[src/clk_gate_pkg.sv]
package clk_gate_pkg;

  // =====================================================================
  // block placement and register offsets
  // =====================================================================
  localparam logic [31:0] BLOCK_BASE = 32'h400f_e000;
  localparam logic [11:0] OFF_RUN_GATE = 12'h104;
  localparam logic [11:0] OFF_SLEEP_GATE = 12'h114;
  localparam logic [11:0] OFF_DEEP_GATE = 12'h124;
  localparam logic [11:0] OFF_MODE_CFG = 12'h180;
  localparam logic [11:0] OFF_IRQ_STATUS = 12'h184;
  localparam logic [11:0] OFF_IRQ_MASK = 12'h188;

  // =====================================================================
  // field layout and reset values
  // =====================================================================
  localparam logic [31:0] GATE_RW_MASK = 32'h0107_1133;
  localparam logic [31:0] GATE_RESET = 32'h0000_0000;
  localparam int AUTO_SLEEP_BIT = 0;
  localparam logic AUTO_SLEEP_RESET = 1'h0;
  localparam int IRQ_W = 2;
  localparam int IRQ_ACCESS_FAULT = 0;
  localparam int IRQ_BAD_ADDRESS = 1;
  localparam logic [IRQ_W-1:0] IRQ_RESET = 2'h0;

  // unit order: async0, async1, sync0, sync1, quad0, two_wire0, gp0..gp2, analog_comparator_0_gate
  localparam int UNIT_COUNT = 10;
  localparam int UNIT_BIT [UNIT_COUNT] = '{0, 1, 4, 5, 8, 12, 16, 17, 18, 24};

  localparam logic [1:0] RESP_OKAY = 2'h0;
  localparam logic [1:0] RESP_SLVERR = 2'h2;

  typedef enum logic [1:0] {
    WR_IDLE = 2'b01,
    WR_RESP = 2'b10
  } wr_state_t;

  typedef enum logic [1:0] {
    RD_IDLE = 2'b01,
    RD_RESP = 2'b10
  } rd_state_t;

  // gather the ten gate bits of a register word into unit order
  function automatic logic [UNIT_COUNT-1:0] pack_units(input logic [31:0] word);
    logic [UNIT_COUNT-1:0] units;
    units = '0;
    for (int k = 0; k < UNIT_COUNT; k++) begin
      units[k] = word[UNIT_BIT[k]];
    end
    return units;
  endfunction : pack_units

endpackage : clk_gate_pkg

[src/unit_clock_enable.sv]
`timescale 1ns/100ps
`default_nettype none

module unit_clock_enable #(
  parameter int UNITS = 10
) (
  input wire logic clock_i, // system clock
  input wire logic rst_i, // async reset, active high
  input wire logic [UNITS-1:0] en_i, // requested unit enables
  output logic [UNITS-1:0] en_o // registered, glitch-free unit enables
);

  logic [UNITS-1:0] next_en;

  // =====================================================================
  // enable register
  // =====================================================================
  // a flop output never glitches, so units may use it as a clock enable
  always_comb begin
    next_en = en_i;
  end

  always_ff @(posedge clock_i or posedge rst_i) begin
    if (rst_i) begin
      en_o <= '0;
    end else begin
      en_o <= next_en;
    end
  end

  chk_enable_reset_off: assert property (@(posedge clock_i) $fell(rst_i) |-> en_o == '0)
    else $error("unit enables not off after reset");

endmodule : unit_clock_enable

`default_nettype wire

[src/peripheral_access_guard.sv]
`timescale 1ns/100ps
`default_nettype none

module peripheral_access_guard #(
  parameter int UNITS = 10
) (
  input wire logic clock_i, // system clock
  input wire logic rst_i, // async reset, active high
  input wire logic [UNITS-1:0] gate_i, // current unit enables
  input wire logic req_i, // access to a unit is presented
  input wire logic [3:0] unit_i, // index of the addressed unit
  output logic grant_o, // access may complete normally
  output logic fault_o // access must end in a bus fault
);

  if (UNITS > 16) begin : g_bad_units
    $error("unit index is only four bits wide");
  end

  logic unit_on;

  // =====================================================================
  // access check
  // =====================================================================
  always_comb begin
    unit_on = 1'b0;
    if (int'(unit_i) < UNITS) begin
      unit_on = gate_i[unit_i];
    end
    grant_o = req_i && unit_on;
    fault_o = req_i && !unit_on;
  end

  chk_gated_faults: assert property (@(posedge clock_i) disable iff (rst_i)
      (req_i && int'(unit_i) < UNITS && !gate_i[unit_i]) |-> (fault_o && !grant_o))
    else $error("access to a gated unit was not faulted");

endmodule : peripheral_access_guard

`default_nettype wire

[src/run_mode_clock_gate_bank1.sv]
// Local design decision: the AXI4-Lite interface to the registers.
`timescale 1ns/100ps
`default_nettype none

module run_mode_clock_gate_bank1 #(
  parameter int ADDR_W = 12,
  parameter int UNITS = 10
) (
  input wire logic clock_i, // system clock
  input wire logic rst_i, // async reset, active high
  input wire logic [ADDR_W-1:0] awaddr_i, // write address
  input wire logic awvalid_i, // write address valid
  output logic awready_o, // write address ready
  input wire logic [31:0] wdata_i, // write data
  input wire logic [3:0] wstrb_i, // write byte strobes
  input wire logic wvalid_i, // write data valid
  output logic wready_o, // write data ready
  output logic [1:0] bresp_o, // write response
  output logic bvalid_o, // write response valid
  input wire logic bready_i, // write response ready
  input wire logic [ADDR_W-1:0] araddr_i, // read address
  input wire logic arvalid_i, // read address valid
  output logic arready_o, // read address ready
  output logic [31:0] rdata_o, // read data
  output logic [1:0] rresp_o, // read response
  output logic rvalid_o, // read data valid
  input wire logic rready_i, // read data ready
  input wire logic sleep_i, // system is in sleep
  input wire logic deep_sleep_i, // system is in deep sleep
  input wire logic periph_req_i, // access to a peripheral unit
  input wire logic [3:0] periph_unit_i, // addressed unit index
  output logic periph_grant_o, // access proceeds normally
  output logic periph_fault_o, // access gets a bus fault
  output logic [UNITS-1:0] unit_clk_en_o, // per-unit clock enables
  output logic irq_o // level interrupt
);

  if (UNITS != clk_gate_pkg::UNIT_COUNT || ADDR_W < 12 || ADDR_W > 32) begin : g_bad_params
    $error("unsupported unit count or address width");
  end

  // =====================================================================
  // state
  // =====================================================================
  clk_gate_pkg::wr_state_t wr_state, next_wr_state;
  clk_gate_pkg::rd_state_t rd_state, next_rd_state;
  logic aw_held, next_aw_held;
  logic [ADDR_W-1:0] aw_addr, next_aw_addr;
  logic w_held, next_w_held;
  logic [31:0] w_data, next_w_data;
  logic [3:0] w_strb, next_w_strb;
  logic [1:0] bresp, next_bresp;
  logic [31:0] rdata, next_rdata;
  logic [1:0] rresp, next_rresp;
  logic [31:0] run_gate, next_run_gate;
  logic [31:0] sleep_gate, next_sleep_gate;
  logic [31:0] deep_gate, next_deep_gate;
  logic auto_sleep_gating_select, next_auto_sleep_gating_select;
  logic [clk_gate_pkg::IRQ_W-1:0] irq_status, next_irq_status;
  logic [clk_gate_pkg::IRQ_W-1:0] irq_mask, next_irq_mask;

  logic aw_take, w_take, ar_take, do_write, wr_hit, rd_hit;
  logic [ADDR_W-1:0] wr_addr;
  logic [31:0] wr_data;
  logic [3:0] wr_strb;
  logic [clk_gate_pkg::IRQ_W-1:0] irq_set, irq_clear;
  logic [UNITS-1:0] want_en;

  // =====================================================================
  // helpers
  // =====================================================================
  function automatic logic is_reg(input logic [ADDR_W-1:0] a, input logic [11:0] off);
    return a[ADDR_W-1:2] == (ADDR_W-2)'(off[11:2]);
  endfunction : is_reg

  function automatic logic is_mapped(input logic [ADDR_W-1:0] a);
    return is_reg(a, clk_gate_pkg::OFF_RUN_GATE) || is_reg(a, clk_gate_pkg::OFF_SLEEP_GATE)
      || is_reg(a, clk_gate_pkg::OFF_DEEP_GATE) || is_reg(a, clk_gate_pkg::OFF_MODE_CFG)
      || is_reg(a, clk_gate_pkg::OFF_IRQ_STATUS) || is_reg(a, clk_gate_pkg::OFF_IRQ_MASK);
  endfunction : is_mapped

  // byte-lane merge; gate registers then drop the reserved bits
  function automatic logic [31:0] merge(input logic [31:0] old, input logic [31:0] val,
                                        input logic [3:0] strb);
    logic [31:0] res;
    res = old;
    for (int b = 0; b < 4; b++) begin
      if (strb[b]) begin
        res[8*b +: 8] = val[8*b +: 8];
      end
    end
    return res;
  endfunction : merge

  // =====================================================================
  // bus slave and register file
  // =====================================================================
  always_comb begin
    next_wr_state = wr_state;
    next_rd_state = rd_state;
    next_aw_held = aw_held;
    next_aw_addr = aw_addr;
    next_w_held = w_held;
    next_w_data = w_data;
    next_w_strb = w_strb;
    next_bresp = bresp;
    next_rdata = rdata;
    next_rresp = rresp;
    next_run_gate = run_gate;
    next_sleep_gate = sleep_gate;
    next_deep_gate = deep_gate;
    next_auto_sleep_gating_select = auto_sleep_gating_select;
    next_irq_mask = irq_mask;
    irq_clear = '0;

    awready_o = (wr_state == clk_gate_pkg::WR_IDLE) && !aw_held;
    wready_o = (wr_state == clk_gate_pkg::WR_IDLE) && !w_held;
    arready_o = (rd_state == clk_gate_pkg::RD_IDLE);
    aw_take = awvalid_i && awready_o;
    w_take = wvalid_i && wready_o;
    ar_take = arvalid_i && arready_o;
    wr_addr = aw_held ? aw_addr : awaddr_i;
    wr_data = w_held ? w_data : wdata_i;
    wr_strb = w_held ? w_strb : wstrb_i;
    do_write = (aw_held || aw_take) && (w_held || w_take);
    wr_hit = is_mapped(wr_addr);
    rd_hit = is_mapped(araddr_i);

    if (do_write) begin
      next_aw_held = 1'b0;
      next_w_held = 1'b0;
      next_wr_state = clk_gate_pkg::WR_RESP;
      next_bresp = wr_hit ? clk_gate_pkg::RESP_OKAY : clk_gate_pkg::RESP_SLVERR;
      if (is_reg(wr_addr, clk_gate_pkg::OFF_RUN_GATE)) begin
        next_run_gate = merge(run_gate, wr_data, wr_strb) & clk_gate_pkg::GATE_RW_MASK;
      end
      if (is_reg(wr_addr, clk_gate_pkg::OFF_SLEEP_GATE)) begin
        next_sleep_gate = merge(sleep_gate, wr_data, wr_strb) & clk_gate_pkg::GATE_RW_MASK;
      end
      if (is_reg(wr_addr, clk_gate_pkg::OFF_DEEP_GATE)) begin
        next_deep_gate = merge(deep_gate, wr_data, wr_strb) & clk_gate_pkg::GATE_RW_MASK;
      end
      if (is_reg(wr_addr, clk_gate_pkg::OFF_MODE_CFG) && wr_strb[0]) begin
        next_auto_sleep_gating_select = wr_data[clk_gate_pkg::AUTO_SLEEP_BIT];
      end
      if (is_reg(wr_addr, clk_gate_pkg::OFF_IRQ_STATUS) && wr_strb[0]) begin
        irq_clear = wr_data[clk_gate_pkg::IRQ_W-1:0];
      end
      if (is_reg(wr_addr, clk_gate_pkg::OFF_IRQ_MASK) && wr_strb[0]) begin
        next_irq_mask = wr_data[clk_gate_pkg::IRQ_W-1:0];
      end
    end else begin
      if (aw_take) begin
        next_aw_held = 1'b1;
        next_aw_addr = awaddr_i;
      end
      if (w_take) begin
        next_w_held = 1'b1;
        next_w_data = wdata_i;
        next_w_strb = wstrb_i;
      end
    end
    if (wr_state == clk_gate_pkg::WR_RESP && bready_i) begin
      next_wr_state = clk_gate_pkg::WR_IDLE;
    end

    if (ar_take) begin
      next_rd_state = clk_gate_pkg::RD_RESP;
      next_rresp = rd_hit ? clk_gate_pkg::RESP_OKAY : clk_gate_pkg::RESP_SLVERR;
      next_rdata = '0;
      if (is_reg(araddr_i, clk_gate_pkg::OFF_RUN_GATE)) begin
        next_rdata = run_gate;
      end
      if (is_reg(araddr_i, clk_gate_pkg::OFF_SLEEP_GATE)) begin
        next_rdata = sleep_gate;
      end
      if (is_reg(araddr_i, clk_gate_pkg::OFF_DEEP_GATE)) begin
        next_rdata = deep_gate;
      end
      if (is_reg(araddr_i, clk_gate_pkg::OFF_MODE_CFG)) begin
        next_rdata[clk_gate_pkg::AUTO_SLEEP_BIT] = auto_sleep_gating_select;
      end
      if (is_reg(araddr_i, clk_gate_pkg::OFF_IRQ_STATUS)) begin
        next_rdata[clk_gate_pkg::IRQ_W-1:0] = irq_status;
      end
      if (is_reg(araddr_i, clk_gate_pkg::OFF_IRQ_MASK)) begin
        next_rdata[clk_gate_pkg::IRQ_W-1:0] = irq_mask;
      end
    end else if (rd_state == clk_gate_pkg::RD_RESP && rready_i) begin
      next_rd_state = clk_gate_pkg::RD_IDLE;
    end

    // a new event in the clearing cycle survives the clear
    irq_set = '0;
    irq_set[clk_gate_pkg::IRQ_ACCESS_FAULT] = periph_fault_o;
    irq_set[clk_gate_pkg::IRQ_BAD_ADDRESS] = (do_write && !wr_hit) || (ar_take && !rd_hit);
    next_irq_status = (irq_status & ~irq_clear) | irq_set;
  end

  always_ff @(posedge clock_i or posedge rst_i) begin
    if (rst_i) begin
      wr_state <= clk_gate_pkg::WR_IDLE;
      rd_state <= clk_gate_pkg::RD_IDLE;
      aw_held <= 1'b0;
      aw_addr <= '0;
      w_held <= 1'b0;
      w_data <= '0;
      w_strb <= '0;
      bresp <= clk_gate_pkg::RESP_OKAY;
      rdata <= '0;
      rresp <= clk_gate_pkg::RESP_OKAY;
      run_gate <= clk_gate_pkg::GATE_RESET;
      sleep_gate <= clk_gate_pkg::GATE_RESET;
      deep_gate <= clk_gate_pkg::GATE_RESET;
      auto_sleep_gating_select <= clk_gate_pkg::AUTO_SLEEP_RESET;
      irq_status <= clk_gate_pkg::IRQ_RESET;
      irq_mask <= clk_gate_pkg::IRQ_RESET;
    end else begin
      wr_state <= next_wr_state;
      rd_state <= next_rd_state;
      aw_held <= next_aw_held;
      aw_addr <= next_aw_addr;
      w_held <= next_w_held;
      w_data <= next_w_data;
      w_strb <= next_w_strb;
      bresp <= next_bresp;
      rdata <= next_rdata;
      rresp <= next_rresp;
      run_gate <= next_run_gate;
      sleep_gate <= next_sleep_gate;
      deep_gate <= next_deep_gate;
      auto_sleep_gating_select <= next_auto_sleep_gating_select;
      irq_status <= next_irq_status;
      irq_mask <= next_irq_mask;
    end
  end

  assign bvalid_o = (wr_state == clk_gate_pkg::WR_RESP);
  assign bresp_o = bresp;
  assign rvalid_o = (rd_state == clk_gate_pkg::RD_RESP);
  assign rdata_o = rdata;
  assign rresp_o = rresp;
  assign irq_o = |(irq_status & irq_mask);

  // =====================================================================
  // gating selection and unit enables
  // =====================================================================
  // without auto gating the run setting stays in force while asleep
  always_comb begin
    want_en = clk_gate_pkg::pack_units(run_gate);
    if (auto_sleep_gating_select && deep_sleep_i) begin
      want_en = clk_gate_pkg::pack_units(deep_gate);
    end else if (auto_sleep_gating_select && sleep_i) begin
      want_en = clk_gate_pkg::pack_units(sleep_gate);
    end
  end

  unit_clock_enable #(
    .UNITS(UNITS)
  ) u_enable (
    .clock_i(clock_i),
    .rst_i(rst_i),
    .en_i(want_en),
    .en_o(unit_clk_en_o)
  );

  peripheral_access_guard #(
    .UNITS(UNITS)
  ) u_guard (
    .clock_i(clock_i),
    .rst_i(rst_i),
    .gate_i(unit_clk_en_o),
    .req_i(periph_req_i),
    .unit_i(periph_unit_i),
    .grant_o(periph_grant_o),
    .fault_o(periph_fault_o)
  );

  // =====================================================================
  // checks
  // =====================================================================
  chk_reset_gates_zero: assert property (@(posedge clock_i) $fell(rst_i) |-> run_gate == 32'h0000_0000)
    else $error("run gating not zero after reset");

  chk_reserved_read_zero: assert property (@(posedge clock_i) disable iff (rst_i)
      (ar_take && is_reg(araddr_i, clk_gate_pkg::OFF_RUN_GATE)) |=> (rdata_o & ~32'h0107_1133) == '0)
    else $error("reserved gate bits read nonzero");

  chk_comp_bit_write: assert property (@(posedge clock_i) disable iff (rst_i)
      (do_write && is_reg(wr_addr, 12'h104) && wr_strb[3]) |=> run_gate[24] == $past(wr_data[24]))
    else $error("comparator gate bit not written");

  chk_counter_bits: assert property (@(posedge clock_i) disable iff (rst_i)
      (do_write && is_reg(wr_addr, 12'h104) && wr_strb[2]) |=> run_gate[18:16] == $past(wr_data[18:16]))
    else $error("counter gate bits not written");

  chk_serial_bits: assert property (@(posedge clock_i) disable iff (rst_i)
      (do_write && is_reg(wr_addr, 12'h104) && wr_strb[1] && wr_strb[0]) |=>
      {run_gate[12], run_gate[8], run_gate[5:4], run_gate[1:0]} ==
      $past({wr_data[12], wr_data[8], wr_data[5:4], wr_data[1:0]}))
    else $error("serial unit gate bits not written");

  chk_sleep_reg_write: assert property (@(posedge clock_i) disable iff (rst_i)
      (do_write && is_reg(wr_addr, 12'h114) && wr_strb[3]) |=> sleep_gate[24] == $past(wr_data[24]))
    else $error("sleep gating register not written");

  chk_run_drives_units: assert property (@(posedge clock_i) disable iff (rst_i)
      (!auto_sleep_gating_select || (!sleep_i && !deep_sleep_i)) |=>
      unit_clk_en_o == clk_gate_pkg::pack_units($past(run_gate)))
    else $error("unit enables do not follow run gating");

  chk_gate_change_lag: assert property (@(posedge clock_i) disable iff (rst_i)
      (bvalid_o && bready_i && !auto_sleep_gating_select) |->
      ##1 unit_clk_en_o == clk_gate_pkg::pack_units($past(run_gate)))
    else $error("gate change not applied after write");

endmodule : run_mode_clock_gate_bank1

`default_nettype wire

[config.mk]
export PLATFORM = sky130hd
export DESIGN_NAME = run_mode_clock_gate_bank1
export DESIGN_NICKNAME = d
export VERILOG_FILES = /design/src/clk_gate_pkg.sv /design/src/unit_clock_enable.sv /design/src/peripheral_access_guard.sv /design/src/run_mode_clock_gate_bank1.sv
export SDC_FILE = /design/constraint.sdc
export NUM_CORES = 1
export LEC_CHECK = 0
export ABC_AREA = 0
export BUFFER_PORTS_ARGS = -buffer_cell sky130_fd_sc_hd__buf_2
export CAP_MARGIN = 5
export CELL_PAD_IN_SITES_DETAIL_PLACEMENT = 1
export CELL_PAD_IN_SITES_GLOBAL_PLACEMENT = 2
export CORE_MARGIN = 3
export CORE_UTILIZATION = 33
export DETAILED_ROUTE_END_ITERATION = 10
export HOLD_SLACK_MARGIN = 0.08
export PLACE_DENSITY_LB_ADDON = 0.1
export RECOVER_POWER = 50
export SYNTH_ARGS = -nofsm -noshare
export SYNTH_HDL_FRONTEND = slang
export SYNTH_SLANG_ARGS = --single-unit
[constraint.sdc]
create_clock -name clock_i -period 3.6 [get_ports clock_i]
set_clock_uncertainty 0.15 [all_clocks]
set_input_delay 0.18 -clock clock_i [delete_from_list [all_inputs] [get_ports clock_i]]
set_output_delay 0.18 -clock clock_i [all_outputs]
set_load 0.02 [all_outputs]
==> run metrics, run 1 <==
clk slew on worst S/H paths 60 ps; period utilization 74.43%; via count 3301; commonest non-fill, non-tap cell in the layout dfrtp_1; crit path from aw_held; RSZ-0062 raised after global routing no; initial antenna violation count 0; postcts setup bufs 0; dpl hpwl 8.391 mm; CORE AREA 13400 um2; leakage power 0.002644 uW; Min Hold Slack 123.2 ps; ANT nets after route 0; CTS H-tree depth 3; mapped cell area 4582 um2; CTS tree yes; DR iter-0 viols 142; CP Data Required Time 3670 ps; drt total wl 11.08 mm; Peak Freq 373.2 MHz; Pwr Total 2050 uW; Hold Fails Final Rpt 0; CTS Buf Count 9; Slew @ Worst Pin 2177 ps; M2 GR Usage 21.73%; # Max-Cap Violations 1; final RePlAce weighted congestion 0.7315; hold_sp awvalid_i; crit path capture type flop; Worst R2R Start aw_held; I/O pins 128; via-per-instance ratio 4.883; share of cells above drive strength 1 30.40%; CTS resizes 0; Post-Route Setup TNS 0 ps; sequential fraction of the synthesis area 47.57%; Worst setup SP type flop; DIE WIDTH 123.8 um; Netlist cell types 56; vias in the first global route 3452; Synth async-reset ratio 100.0%; CTS max path bufs 2; Rel. slew slack -45.95%; global-route wire length before repair 17.89 mm; Min-Delay Path Class primary input to flop; outcome finished with violations; std cell rows 42; fin crit period 2679 ps; die footprint 15330 um2; Root Driver clkbuf_16; PD cells 366.6 nW/um2; busiest grt layer met1; top_reg_cell synth dfrtp_1; number of synthesis warnings 0; met3 Use GR 2.361%; most frequent cells in the layout dfrtp_1 (85), mux2_2 (58), buf_2 (49); failing checks capacitance limit, slew limit; Synth area leaders dfrtp_1 (46%), mux2_2 (14%), a22o_1 (4.2%); port bufs 77; total congestion overflow 0; All-Layer GR Usage 15.06%; number of nets in the layout 569; Final Slew Violations 50; Synth Instances 390; worst vdd ir 0.2071 mV; Final setup viols 0; cell taking the most area after synthesis dfrtp_1; Crit Path Max Fanout 14; Synth top area share 46.42%; DIE HEIGHT 123.8 um; Worst-Skew Late Latency 340 ps; Worst Path Arrival 2750 ps; Antenna Cells 0; # clock sinks 87; WS Path Type flop to flop; syn avg cell area 11.75 um2; Starting Density 34.19%; met1 Resource Use GR 22.63%; largest net degree at the start of global routing 50; wire length per cell 16.39 um; Initial DRT Pass Iterations 6; Area Overhead vs Synth 22.04%; DR DRC count 0; number of synthesized flops with an enable pin 0; Yosys reg bits 87
==> critical path, cell delays in order, from the launching register on <==
cell and delay, ps:
dfrtp_1 500, buf_4 260, or4b_1 510, a222oi_1 420
and2_4 280, nand3_4 130, mux2_4 320
==> state kept, by name, summed over array words and instances (netlist names) <==
| signal | cells |
|---|---|
| bresp_o | 1 |
| w_data | 10 |
| sleep_gate | 10 |
| w_strb | 4 |
| irq_status | 2 |
| w_held | 1 |
| irq_mask | 2 |
| aw_addr | 10 |
| rresp_o | 1 |
| u_enable.en_o | 10 |
| auto_sleep_gating_select | 1 |
| wr_state | 2 |
| rd_state | 2 |
| aw_held | 1 |
| rdata_o | 10 |
| run_gate | 10 |
| deep_gate | 10 |
==> through the flow <==
step	std cells	util [%]	area, um2	setup WS (ps)
2_1_floorplan	413	-	4668	1023
3_3_place_gp	630	37.69	5051	954.6
3_5_place_dp	630	37.69	5051	922.8
4_1_cts	676	42.01	5629	905.6
5_1_grt	676	41.73	5592	693.4
6_report	676	41.73	5592	920.5
==> synth_stat cells, types with 3 or more instances <==
master     n
buf_1      4
o31ai_1    8
mux2_1     4
nand2_1   29
nor2b_1    6
mux2i_1   14
nor3_1     3
nand3b_1   7
mux2_2    58
nand3_1    3
dfrtp_1   85
inv_1      7
a22o_1    22
buf_4     25
a21oi_1   15
nor2_4     3
clkbuf_1   8
mux2_4     9
nor2_1    22
o21ai_0    8
==> worst paths after layout <==
kind | to | cells after the start | slack (ps)
worst min-delay path | w_held | 3 | 120
worst max register to register | deep_gate[0] | 6 | 920
max in group asynchronous | rd_state[0] | 4 | 1180
worst max-delay path | deep_gate[0] | 6 | 920
worst min register to register | rdata_o[8] | 2 | 330
min in group asynchronous | deep_gate[16] | 3 | 790
==> repair_timing <==
action | CTS | global route
hold buffers | 30 | 0
endpoints found under the setup margin | 0 | 0
endpoints found under the hold margin | 75 | 0
==> routing by layer <==
metal | vias to the layer above | wire [um]
met5 | - | 0
met4 | 0 | 177
met3 | 11 | 559
met2 | 89 | 4612
met1 | 1611 | 5730
li1 | 1590 | -
==> layout make-up <==
type	count	area, um2
clock buffers	13	260.3
fillers	1489	7809
flip-flops and latches	87	2180
clock inverters	3	17.52
inverters	7	27.53
multi-input cells	279	2208
repair buffers	111	678.2
well taps	176	220.2
==> kinds of logic after synthesis <==
logic type / Yosys count / share of synthesized area [%]
AND/OR/NAND/NOR: 100 / 13.13
multiplexers: 87 / 22.23
flip-flops: 87 / 47.57
AO/OA/AOI/OAI: 68 / 10.87
buffers and inverters: 47 / 6.117
other: 1 / 0.08184
==> power by group <==
part           switching (uW)  leakage, uW  total (uW)  internal [uW]
Sequential               8.49      0.00120         997            988
Combinational             107      0.00131         175           67.8
Clock                     374     0.000136         878            504
Total                     490      0.00264        2050           1560
Power figures use the tool's default switching activity.
==> run 2, diff against run 1 <==
Settings changed: CORE_UTILIZATION 33 to 30.
Clock period 3.6 ns to 2.25 ns, I/O delays scaled along.
==> run 2 against run 1 <==
The flow finishes with violations (setup timing). Non-clock buffer count grew 24. Power grew 62%. Wire length grew 6.6%. Worst hold slack lost 41 ps. Flip-flop and latch count is the same. Sequential power grew 59%. Register-to-register slack lost 1000 ps. Via count grew 3.7%. Sequential share of layout area shrank 2.4 points. Highest routed layer unchanged.
==> run metrics, run 2 (synthesis gave the netlist of run 1 again) <==
outcome finished with violations; failing checks setup timing; total congestion overflow 0; Sequential cell area 2181 um2; area of the multi-input gates 2345 um2; Worst Path Arrival 2420 ps; initial antenna violation count 0; # Max-Cap Violations 0; Area Overhead vs Synth 30.07%; Root Driver clkbuf_16; Hold Fails Final Rpt 0; DP Worst Slack -157.3 ps; fin crit period 2341 ps; leakage power 0.002806 uW; number of nets in the layout 593; Worst setup SP type flop; Min Hold Slack 81.77 ps; clk slew on worst S/H paths 60 ps; die footprint 16790 um2; share of cells above drive strength 1 36.83%; slowest stage delay, CP 510 ps; Final setup viols 28; critical-path cell list or4b_4 -> a221oi_4 -> buf_6 -> nand3_4 -> nor2_4 -> mux2_2; reg2reg end sleep_gate[5]; worst vdd ir 0.3068 mV; dpl hpwl 8.866 mm; Worst Hold Depth 3; CTS tree yes; period utilization 104.0%; Starting Density 31.05%; CTS max path bufs 2; drt total wl 11.81 mm; WS Path Type flop to flop; CP Data Required Time 2330 ps; vias in the first global route 3592; Rel. slew slack 30.19%; largest net degree at the start of global routing 65; All-Layer GR Usage 14.68%; Antenna Cells 0; most frequent cells in the layout dfrtp_1 (84), buf_2 (55), mux2_2 (47); Post-Route Setup TNS -1628 ps; worst setup path end sleep_gate[5]; DIE WIDTH 129.6 um; DR DRC count 0; Final Slew Violations 0; Slew @ Worst Pin 1041 ps; placed cell areas 5223 um2; Worst R2R Start aw_held; Final Worst Setup Slack -91.07 ps; R2R cell count 6; placed cells 656; Worst-Skew Late Latency 340 ps; ANT nets after route 0; crit path capture type flop; Min-Delay Path Class primary input to flop; Post-Layout Cell Count 708; CTS H-tree depth 3; PD cells 557.7 nW/um2; Crit Path Max Fanout 5; std cell rows 44; commonest non-fill, non-tap cell in the layout dfrtp_1; # clock sinks 87; R2R setup slack -90 ps; DR iter-0 viols 102; Initial DRT Pass Iterations 5; RSZ-0062 raised after global routing yes; final instance area 5959 um2; via count 3422; crit path from aw_held; Slowest-stage cell, CP or4b_4; fillers 1628; CORE AREA 14750 um2; wire length per cell 16.68 um; port bufs 77; via-per-instance ratio 4.833; global-route wire length before repair 19.22 mm; final RePlAce weighted congestion 0.7642; DIE HEIGHT 129.6 um; CTS Buf Count 9; I/O pins 128; Peak Freq 427.2 MHz
run 2: repair_timing:
action / 4_1_cts / 5_1_grt
gates resized for setup: 22 / 13
buffers inserted: 1 / 1
endpoints found under the setup margin: 34 / 35
endpoints found under the hold margin: 79 / 0
hold buffers: 34 / 0
gates cloned: 0 / 0
pin swaps: 10 / 8
run 2: routing by layer:
metal	vias to the layer above	track usage [%]	part of all wire [%]
li1	1641	-	-
met2	88	21.57	41
met1	1679	21.53	53
met5	-	0	0
met3	14	2.556	4.4
met4	0	5.685	1.6
run 2: cell type report:
type | count | share of cell area [%]
Clock buffer | 12 | 4.304
Clock inverter | 4 | 0.5039
Inverter | 7 | 0.4619
Multi-Input combinational cell | 279 | 39.34
Sequential cell | 87 | 36.59
Tap cell | 184 | 3.863
Timing Repair Buffer | 135 | 14.93
run 2: per-stage QoR:
stage / total power [uW] / util [%]
after CTS: 3388 / 40.31
after detailed placement: 1882 / 35.40
after global routing: 3483 / 40.39
after floorplan: 1801 / -
final: 3324 / 40.39
after global placement: 1880 / 35.40
run 2: worst min path at each step:
| stage | endpoint | startpoint | slack [ps] |
|---|---|---|---|
| floorplan | rd_state[0] | arvalid_i | 30 |
| global placement | rdata_o[17] | rst_i | 40 |
| detailed placement | rdata_o[17] | rst_i | 40 |
| CTS | irq_status[0] | periph_unit_i[2] | 90 |
| global route | irq_status[0] | periph_unit_i[2] | 120 |
| finish | irq_status[0] | periph_unit_i[2] | 80 |
run 2: report_power, final:
group | switching [uW] | internal [uW]
registers | 11.0 | 1580
clock network | 619 | 811
logic | 180 | 121
total | 811 | 2510
run 2: critical path, delay by kind of cell, from the launching register on:
family                 cells  cell delay [ps]
AOI/OAI and AO/OA          1              330
and+or+nand+nor            3              820
muxes                      1              350
buffers and inverters      1              160
DFF                        1              430
